**src/shared/sram_ctrl_params.svh**
```systemverilog
/*
  Timing figures and counts for the static RAM controller.
  Assumes a 200 MHz controller clock; figures are for the 12 ns grade.
*/
`ifndef SRAM_CTRL_PARAMS_SVH
`define SRAM_CTRL_PARAMS_SVH

`define CLK_PERIOD_PS 5000
`define ADDR_ACCESS_TIME_PS 12000
`define READ_CYCLE_TIME_PS 12000
`define ADDR_SETUP_TO_WRITE_END_PS 9000
`define DATA_SETUP_TO_WRITE_END_PS 6000
`define STROBE_PULSE_WIDTH_PS 8000
`define STROBE_TO_FLOAT_DELAY_PS 6000
`define WRITE_CYCLE_TIME_PS 12000
`define OUTPUT_FLOAT_DELAY_PS 6000
`define CEIL_CYCLES(t) (((t) + `CLK_PERIOD_PS - 1) / `CLK_PERIOD_PS)
`define READ_WAIT_CYCLES (`CEIL_CYCLES(`ADDR_ACCESS_TIME_PS) + 1)
`define STROBE_LOW_CYCLES `CEIL_CYCLES(`STROBE_PULSE_WIDTH_PS + `STROBE_TO_FLOAT_DELAY_PS)
`define TURN_CYCLES `CEIL_CYCLES(`OUTPUT_FLOAT_DELAY_PS)

`endif

```
**src/shared/sram_ctrl_pkg.sv**
```systemverilog
/*
  Types for the static RAM controller.
  Assumes nothing beyond a SystemVerilog compiler.
*/
package sram_ctrl_pkg;
  typedef enum logic [5:0] {
    ST_IDLE = 6'h01,
    ST_READ = 6'h02,
    ST_WSET = 6'h04,
    ST_WLOW = 6'h08,
    ST_WEND = 6'h10,
    ST_TURN = 6'h20
  } sram_state_type;
endpackage

```
**src/rtl/sram_ctrl.sv**
```systemverilog
/*
  Synchronous controller for an 8K by 8 asynchronous static RAM.
  Assumes the request inputs are synchronous to ref_clk and that the bench
  resolves the data bus from data_out, data_oe and the memory's own drive.
  One access is in flight at a time and each runs its full count of cycles, which
  trades throughput for pin timing that still holds at any slower clock.
*/
// How it works
// - Data set-up and hold are timed against the terminating rising strobe edge.
// - Reads keep the strobe high while both selects and the output gate are asserted.
// - The controller never drives the bus while the memory may be driving it.
// - A strobe write with the gate low lasts at least float delay plus data set-up.
// - The address is stable no later than the start of the write overlap.
// - The address is held unchanged until the terminating edge of the write.
// - The address is valid for a minimum time before the write terminates.
// - Write data is valid for a minimum time before the terminating edge.
`timescale 1ns/100ps
`include "sram_ctrl_params.svh"

module sram_ctrl
  import sram_ctrl_pkg::*;
#(
  parameter int ADDR_W = 13,
  parameter int DATA_W = 8
) (
  input wire logic ref_clk,
  input wire logic reset,
  input wire logic req_valid,
  input wire logic req_write,
  input wire logic [ADDR_W-1:0] req_addr,
  input wire logic [DATA_W-1:0] req_wdata,
  output logic req_ready,
  output logic [DATA_W-1:0] rsp_rdata,
  output logic rsp_valid,
  output logic [ADDR_W-1:0] mem_addr,
  output logic select_low_active_n,
  output logic select_high_active,
  output logic write_strobe_n,
  output logic output_gate_n,
  input wire logic [DATA_W-1:0] data_in,
  output logic [DATA_W-1:0] data_out,
  output logic data_oe
);

  // ------------------------------------------------------------
  // Cycle counts
  // ------------------------------------------------------------
  // Counts are rounded up, so the clock period can only lengthen an interval.
  localparam logic [3:0] READ_WAIT = 4'(`READ_WAIT_CYCLES);
  localparam logic [3:0] STROBE_LOW = 4'(`STROBE_LOW_CYCLES);
  localparam logic [3:0] TURN_WAIT = 4'(`TURN_CYCLES);

  // ------------------------------------------------------------
  // Sequencer
  // ------------------------------------------------------------
  sram_state_type state_r, state_nxt;
  logic [3:0] count_r, count_nxt;
  logic req_ready_r, req_ready_nxt;
  logic rsp_valid_r, rsp_valid_nxt;
  logic [DATA_W-1:0] rsp_rdata_r, rsp_rdata_nxt;
  logic [ADDR_W-1:0] addr_r, addr_nxt;
  logic sel_r, sel_nxt;
  logic sel_low_n_r, sel_low_n_nxt;
  logic strobe_n_r, strobe_n_nxt;
  logic gate_n_r, gate_n_nxt;
  logic [DATA_W-1:0] dout_r, dout_nxt;
  logic oe_r, oe_nxt;

  // ------------------------------------------------------------
  // Next values
  // ------------------------------------------------------------
  // Pins keep their value unless a state moves them, so nothing toggles mid-access.
  always_comb begin
    state_nxt = state_r;
    count_nxt = count_r;
    req_ready_nxt = req_ready_r;
    rsp_valid_nxt = 1'b0;
    rsp_rdata_nxt = rsp_rdata_r;
    addr_nxt = addr_r;
    sel_nxt = sel_r;
    sel_low_n_nxt = sel_low_n_r;
    strobe_n_nxt = strobe_n_r;
    gate_n_nxt = gate_n_r;
    dout_nxt = dout_r;
    oe_nxt = oe_r;
    case (state_r)
      ST_IDLE: begin
        if (req_valid && req_ready_r) begin
          req_ready_nxt = 1'b0;
          addr_nxt = req_addr;
          sel_nxt = 1'b1;
          sel_low_n_nxt = 1'b0;
          if (req_write) begin
            // Gate stays high so the memory never drives during a write.
            dout_nxt = req_wdata;
            gate_n_nxt = 1'b1;
            state_nxt = ST_WSET;
          end else begin
            gate_n_nxt = 1'b0;
            count_nxt = READ_WAIT;
            state_nxt = ST_READ;
          end
        end
      end
      ST_READ: begin
        // One spare cycle covers the input register after the access time.
        if (count_r == 4'h1) begin
          rsp_rdata_nxt = data_in;
          rsp_valid_nxt = 1'b1;
          // Selects drop with the gate, so the memory floats before the turnaround.
          sel_nxt = 1'b0;
          sel_low_n_nxt = 1'b1;
          gate_n_nxt = 1'b1;
          count_nxt = TURN_WAIT;
          state_nxt = ST_TURN;
        end else begin
          count_nxt = count_r - 4'h1;
        end
      end
      ST_WSET: begin
        // Address and data settle a full cycle before the strobe falls.
        // The gate has been high for a cycle already, so driving now cannot collide.
        oe_nxt = 1'b1;
        strobe_n_nxt = 1'b0;
        count_nxt = STROBE_LOW;
        state_nxt = ST_WLOW;
      end
      ST_WLOW: begin
        // Strobe low long enough for float delay, pulse width, set-up.
        if (count_r == 4'h1) begin
          strobe_n_nxt = 1'b1;
          state_nxt = ST_WEND;
        end else begin
          count_nxt = count_r - 4'h1;
        end
      end
      ST_WEND: begin
        // Address, data and select change only after the strobe has risen.
        sel_nxt = 1'b0;
        sel_low_n_nxt = 1'b1;
        oe_nxt = 1'b0;
        count_nxt = TURN_WAIT;
        state_nxt = ST_TURN;
      end
      ST_TURN: begin
        // Deselected gap lets the memory's drivers float before reuse.
        if (count_r == 4'h1) begin
          req_ready_nxt = 1'b1;
          state_nxt = ST_IDLE;
        end else begin
          count_nxt = count_r - 4'h1;
        end
      end
      default: begin
        state_nxt = ST_IDLE;
        req_ready_nxt = 1'b1;
        sel_nxt = 1'b0;
        sel_low_n_nxt = 1'b1;
        strobe_n_nxt = 1'b1;
        gate_n_nxt = 1'b1;
        oe_nxt = 1'b0;
      end
    endcase
  end

  // ------------------------------------------------------------
  // Registers
  // ------------------------------------------------------------
  // Every pin leaves a flip-flop so the strobe cannot glitch.
  always_ff @(posedge ref_clk or posedge reset) begin
    if (reset) begin
      state_r <= ST_IDLE;
      count_r <= 4'h0;
      req_ready_r <= 1'b1;
      rsp_valid_r <= 1'b0;
      rsp_rdata_r <= '0;
      addr_r <= '0;
      sel_r <= 1'b0;
      sel_low_n_r <= 1'b1;
      strobe_n_r <= 1'b1;
      gate_n_r <= 1'b1;
      dout_r <= '0;
      oe_r <= 1'b0;
    end else begin
      state_r <= state_nxt;
      count_r <= count_nxt;
      req_ready_r <= req_ready_nxt;
      rsp_valid_r <= rsp_valid_nxt;
      rsp_rdata_r <= rsp_rdata_nxt;
      addr_r <= addr_nxt;
      sel_r <= sel_nxt;
      sel_low_n_r <= sel_low_n_nxt;
      strobe_n_r <= strobe_n_nxt;
      gate_n_r <= gate_n_nxt;
      dout_r <= dout_nxt;
      oe_r <= oe_nxt;
    end
  end

  // ------------------------------------------------------------
  // Outputs
  // ------------------------------------------------------------
  // Each select has its own flop; an inverter between flop and pin could glitch.
  assign req_ready = req_ready_r;
  assign rsp_valid = rsp_valid_r;
  assign rsp_rdata = rsp_rdata_r;
  assign mem_addr = addr_r;
  assign select_low_active_n = sel_low_n_r;
  assign select_high_active = sel_r;
  assign write_strobe_n = strobe_n_r;
  assign output_gate_n = gate_n_r;
  assign data_out = dout_r;
  assign data_oe = oe_r;

endmodule

```
**config.mk**
```make
export PLATFORM = sky130hd
export DESIGN_NAME = sram_ctrl
export DESIGN_NICKNAME = d
export VERILOG_FILES = /design/src/shared/sram_ctrl_pkg.sv /design/src/rtl/sram_ctrl.sv
export VERILOG_INCLUDE_DIRS = /design/src /design/src/shared
export SDC_FILE = /design/constraint.sdc
export NUM_CORES = 1
export LEC_CHECK = 0
export BUFFER_PORTS_ARGS = -buffer_cell sky130_fd_sc_hd__clkbuf_2
export CAP_MARGIN = 15
export CELL_PAD_IN_SITES_DETAIL_PLACEMENT = 1
export CELL_PAD_IN_SITES_GLOBAL_PLACEMENT = 2
export CORE_ASPECT_RATIO = 1.1
export CORE_MARGIN = 3
export CORE_UTILIZATION = 29
export CTS_CLUSTER_DIAMETER = 50
export DETAILED_ROUTE_END_ITERATION = 8
export PLACE_DENSITY_LB_ADDON = 0.3
export SLEW_MARGIN = 20
export SYNTH_ARGS = -nofsm -noshare
export SYNTH_HDL_FRONTEND = slang
export SYNTH_SLANG_ARGS = --single-unit
```
**constraint.sdc**
```tcl
create_clock -name ref_clk -period 2 [get_ports ref_clk]
set_input_delay 0.1 -clock ref_clk [delete_from_list [all_inputs] [get_ports ref_clk]]
set_output_delay 0.1 -clock ref_clk [all_outputs]
set_load 0.01 [all_outputs]
```
==> report_table.html <==
<table>
<tr><th>Metric</th><th>Value</th></tr>
<tr><th colspan="2">Yosys</th></tr>
<tr><td>Library cell occupying the most area in the post-synthesis netlist</td><td>dfrtp_1</td></tr>
<tr><td>Flip-flop and latch count after synthesis</td><td>46</td></tr>
<tr><td>Post-Syn Nets</td><td>216</td></tr>
<tr><td>Cell count after synthesis</td><td>approximately 180</td></tr>
<tr><td>Dominant cells by area after synthesis</td><td>dfrtp_1, mux2_2, dfstp_2, mux2_1, nand2_1</td></tr>
<tr><td>Number of distinct standard cells referenced by the synthesized netlist</td><td>between 50 and 60</td></tr>
<tr><td>YS warnings</td><td>0</td></tr>
<tr><td>Share of async-settable or async-resettable flops after synthesis</td><td>1.00</td></tr>
<tr><td>Top cell type's share of synthesized area</td><td>0.467</td></tr>
<tr><td>Average instance area after synthesis</td><td>~12 µm²</td></tr>
<tr><td>Synth Cell Area</td><td>roughly 2200 µm²</td></tr>
<tr><td>Number of enable-type register cells in the synthesized netlist</td><td>0</td></tr>
<tr><td>Dominant register cell in the synthesized netlist</td><td>dfrtp_1</td></tr>
<tr><td>Sequential element share of the synthesized area</td><td>0.527</td></tr>
<tr><th colspan="2">Cells and area</th></tr>
<tr><td>Proportion of layout cells with a drive suffix above 1</td><td>0.504</td></tr>
<tr><td>Area growth, synth to finish</td><td>29.1%</td></tr>
<tr><td>Nets</td><td>302</td></tr>
<tr><td>Fillers</td><td>803</td></tr>
<tr><td>Register area</td><td>around 1200 µm²</td></tr>
<tr><td>Area of combinational cells with multiple inputs</td><td>between 900 and 1000 µm²</td></tr>
<tr><td>Final standard cell area without fillers</td><td>2840 µm²</td></tr>
<tr><td>Diodes inserted</td><td>0</td></tr>
<tr><th colspan="2">Critical path</th></tr>
<tr><td>Ordered list of cells on the worst path</td><td>inv_2 &gt; ha_1 &gt; or3b_4 &gt; a32oi_2 &gt; and3_4 &gt; o31ai_2 &gt; mux2_4</td></tr>
<tr><td>CP Max Fanout</td><td>4</td></tr>
<tr><td>Arrival time at the worst endpoint</td><td>2.15 ns</td></tr>
<tr><td>Crit path capture type</td><td>register</td></tr>
<tr><td>Crit path launch type</td><td>register</td></tr>
<tr><td>Crit-path max cell delay</td><td>0.41 ns</td></tr>
<tr><td>CP Class</td><td>reg2reg</td></tr>
<tr><td>Required time of the critical path</td><td>roughly 2.2 ns</td></tr>
<tr><td>Worst-path cell with the longest stage delay</td><td>dfrtp_1</td></tr>
<tr><th colspan="2">STA</th></tr>
<tr><td>Unrepaired setup endpoints after global routing</td><td>no</td></tr>
<tr><td>Transition time at the pin with the least slew margin</td><td>0.583 ns</td></tr>
<tr><td>Endpoints failing hold</td><td>0</td></tr>
<tr><td>Final max-slew violation count</td><td>0</td></tr>
<tr><td>Worst-case headroom to the max-slew limit</td><td>0.612</td></tr>
<tr><td>Max Clock Skew</td><td>about 0.0048 ns</td></tr>
<tr><td>Clock period minus worst slack</td><td>approximately 1.9 ns</td></tr>
<tr><td>Final critical-path share of the clock period</td><td>0.956</td></tr>
<tr><td>Summed negative setup slack over all endpoints</td><td>0 ns</td></tr>
<tr><td>Fmax</td><td>523 MHz</td></tr>
<tr><td>Endpoints failing setup</td><td>0</td></tr>
<tr><th colspan="2">Clock network</th></tr>
<tr><td>Number of buffers on the longest clock path</td><td>2</td></tr>
<tr><td>Total CTS buffers</td><td>5</td></tr>
<tr><td>Num Clock Sinks</td><td>between 40 and 50</td></tr>
<tr><td>Root buffer selected by CTS</td><td>clkbuf_8</td></tr>
<tr><td>TritonCTS clock tree</td><td>yes</td></tr>
<tr><td>CTS clk-pin slew, worst paths</td><td>roughly 0.09 ns</td></tr>
<tr><td>H-Tree Level Count</td><td>2</td></tr>
<tr><td>Worst skew pair latency</td><td>~0.3 ns</td></tr>
<tr><th colspan="2">Route</th></tr>
<tr><td>Total number of vias</td><td>about 1,700</td></tr>
<tr><td>DRC viols</td><td>0</td></tr>
<tr><td>Wire length after detailed routing</td><td>roughly 5600 µm</td></tr>
<tr><td>Antenna-violating nets left</td><td>0</td></tr>
<tr><td>Number of DRC markers after the initial detailed-route iteration</td><td>61</td></tr>
<tr><td>Number of vias per cell after detailed routing</td><td>4.86</td></tr>
<tr><td>Routed wire length per instance</td><td>between 15 and 20 µm</td></tr>
<tr><td>Number of detailed-routing iterations run before antenna repair</td><td>4</td></tr>
<tr><th colspan="2">GRT</th></tr>
<tr><td>Total overflow reported by the global router</td><td>0</td></tr>
<tr><td>Wire length of the first global-routing pass</td><td>a little over 9000 µm</td></tr>
<tr><td>Vias in the first global route</td><td>1,851</td></tr>
<tr><td>Overall global routing resource usage</td><td>0.136</td></tr>
<tr><td>Maximum number of pins on one net before global-route repair</td><td>47</td></tr>
<tr><td>Initial antenna violation count</td><td>0</td></tr>
<tr><th colspan="2">Die</th></tr>
<tr><td>Initial core utilization</td><td>0.307</td></tr>
<tr><td>Horizontal die dimension</td><td>~89 µm</td></tr>
<tr><td>Core area</td><td>around 7000 µm²</td></tr>
<tr><td>Ports</td><td>between 60 and 70</td></tr>
<tr><td>DIE AREA</td><td>8660 µm²</td></tr>
<tr><td>Row count</td><td>32</td></tr>
<tr><td>Die extent in y</td><td>~97 µm</td></tr>
<tr><th colspan="2">Place</th></tr>
<tr><td>Gp weighted congestion</td><td>roughly 0.73</td></tr>
<tr><td>Cell area reported after detailed placement</td><td>roughly 2700 µm²</td></tr>
<tr><td>Total half-perimeter wirelength after legalization and detailed placement</td><td>4240 µm</td></tr>
<tr><td>Number of port buffers</td><td>68</td></tr>
<tr><th colspan="2">Outcome</th></tr>
<tr><td>Outcome</td><td>finished, final reports clean</td></tr>
<tr><th colspan="2">Power</th></tr>
<tr><td>Leakage dissipation</td><td>1.37 nW</td></tr>
<tr><td>PD cells</td><td>~1300 nW/µm²</td></tr>
<tr><td>Peak VDD IR</td><td>between 500 and 600 µV</td></tr>
<tr><th colspan="2">Job</th></tr>
<tr><td>Maximum Capacitance Violations</td><td>0</td></tr>
<tr><th colspan="2">Min path</th></tr>
<tr><td>Worst min-delay path class</td><td>in2reg</td></tr>
</table>
-- placed cells by master, fill, tap and decap left out, types with 3 or more instances in the layout --
master / synthesis / final
nor2_1: 7 / 7
buf_4: 1 / 15
o21ai_0: 8 / 8
nor3_1: 5 / 5
inv_1: 10 / 8
nor2b_1: 3 / 3
clkbuf_2: 0 / 68
nand2_1: 12 / 12
dfrtp_1: 41 / 39
mux2_2: 18 / 18
dfstp_2: 5 / 5
mux2_1: 11 / 11
xor2_1: 3 / 3
o21ai_1: 3 / 3
a21o_1: 3 / 3
clkbuf_8: 0 / 5
-- logic make-up after synthesis --
group / share of synthesized area
multiplexers: 0.155
buffers and inverters: 0.0399
flip-flops: 0.527
adder cells (fa/ha/maj): 0.0114
AND/OR/NAND/NOR: 0.132
XOR/XNOR: 0.0234
AO/OA/AOI/OAI: 0.111
-- cells in the mapped netlist, types with 2 or more instances --
cell type  number
a21boi_0        2
a21o_1          3
a21oi_1         2
buf_2           4
buf_6           2
dfrtp_1        41
dfstp_2         5
ha_1            2
inv_1          10
mux2_1         11
mux2_2         18
nand2_1        12
nor2_1          7
nor2b_1         3
nor3_1          5
nor4_1          2
o21ai_0         8
o21ai_1         3
or2_2           2
xor2_1          3
-- cell type report --
class	instances	area share
Clock buffer	5	0.0243
Multi-Input combinational cell	118	0.336
Sequential cell	46	0.409
Inverter	10	0.0132
Timing Repair Buffer	86	0.174
Tap cell	85	0.0375
Clock inverter	3	0.00662
-- per-stage QoR --
| step | worst slack (ns) | utilization | cells | power, W | hold WS (ns) |
|---|---|---|---|---|---|
| 3_5_place_dp | 0.0912 | 0.377 | 340 | 0.00322 | 0.276 |
| 4_1_cts | 0.0761 | 0.392 | 350 | 0.00381 | 0.000141 |
| 2_1_floorplan | 0.126 | - | 181 | 0.00255 | 0.232 |
| 5_1_grt | 0.00287 | 0.396 | 353 | 0.00407 | 0.00375 |
| 6_report | 0.0876 | 0.396 | 353 | 0.00377 | 0.00560 |
| 3_3_place_gp | 0.128 | 0.377 | 340 | 0.00318 | 0.277 |
-- sequential cells by signal (all words and copies together), names as in the netlist, 4 cells and up --
register,flops
rsp_rdata,8
state_r,6
count_r,4
data_out,8
mem_addr,13
-- power by group --
| part | switching, W | internal [W] | total, W | leakage (nW) |
|---|---|---|---|---|
| clock | 0.000334 | 0.000247 | 0.000580 | 0.0483 |
| combinational | 0.000831 | 0.000841 | 0.00167 | 0.766 |
| sequential | 0.000245 | 0.00128 | 0.00152 | 0.551 |
-- final timing paths --
check / startpoint / end / slack (ns) / depth (start not counted)
max: count_r[1]$_DFFE_PP0P_ / output_gate_n$_DFFE_PP1P_ / 0.09 / 7
min: req_wdata[3] / data_out[3]$_DFFE_PP0P_ / 0.006 / 2
max reg2reg: count_r[1]$_DFFE_PP0P_ / output_gate_n$_DFFE_PP1P_ / 0.09 / 7
min reg2reg: mem_addr[3]$_DFFE_PP0P_ / mem_addr[3]$_DFFE_PP0P_ / 0.49 / 1
max in group asynchronous: reset / state_r[3]$_DFFE_PP0P_ / 1.08 / 4
min in group asynchronous: reset / mem_addr[8]$_DFFE_PP0P_ / 0.48 / 4
-- metal layers --
layer	vias to the layer above	global-route usage	part of all wire
met2	46	0.211	0.48
met3	6	0.0517	0.069
li1	814	-	-
met1	848	0.176	0.44
met4	0	0.0344	0.011
met5	-	0	0
-- worst max-delay path: cells and delay by family, from the launching register on --
family / cells / cell delay [ns]
simple gates: 2 / 0.63
flops: 1 / 0.41
compound gates: 2 / 0.31
mux: 1 / 0.30
fa+ha+maj: 1 / 0.14
buf+inv: 1 / 0.07
-- timing repair --
item                                    CTS  global route
resized for setup                         0             3
setup buffers                             0             3
hold buffers                              2             0
endpoints found under the hold margin    42             0
endpoints found under the setup margin    0             3
Power figures use the tool's default switching activity.
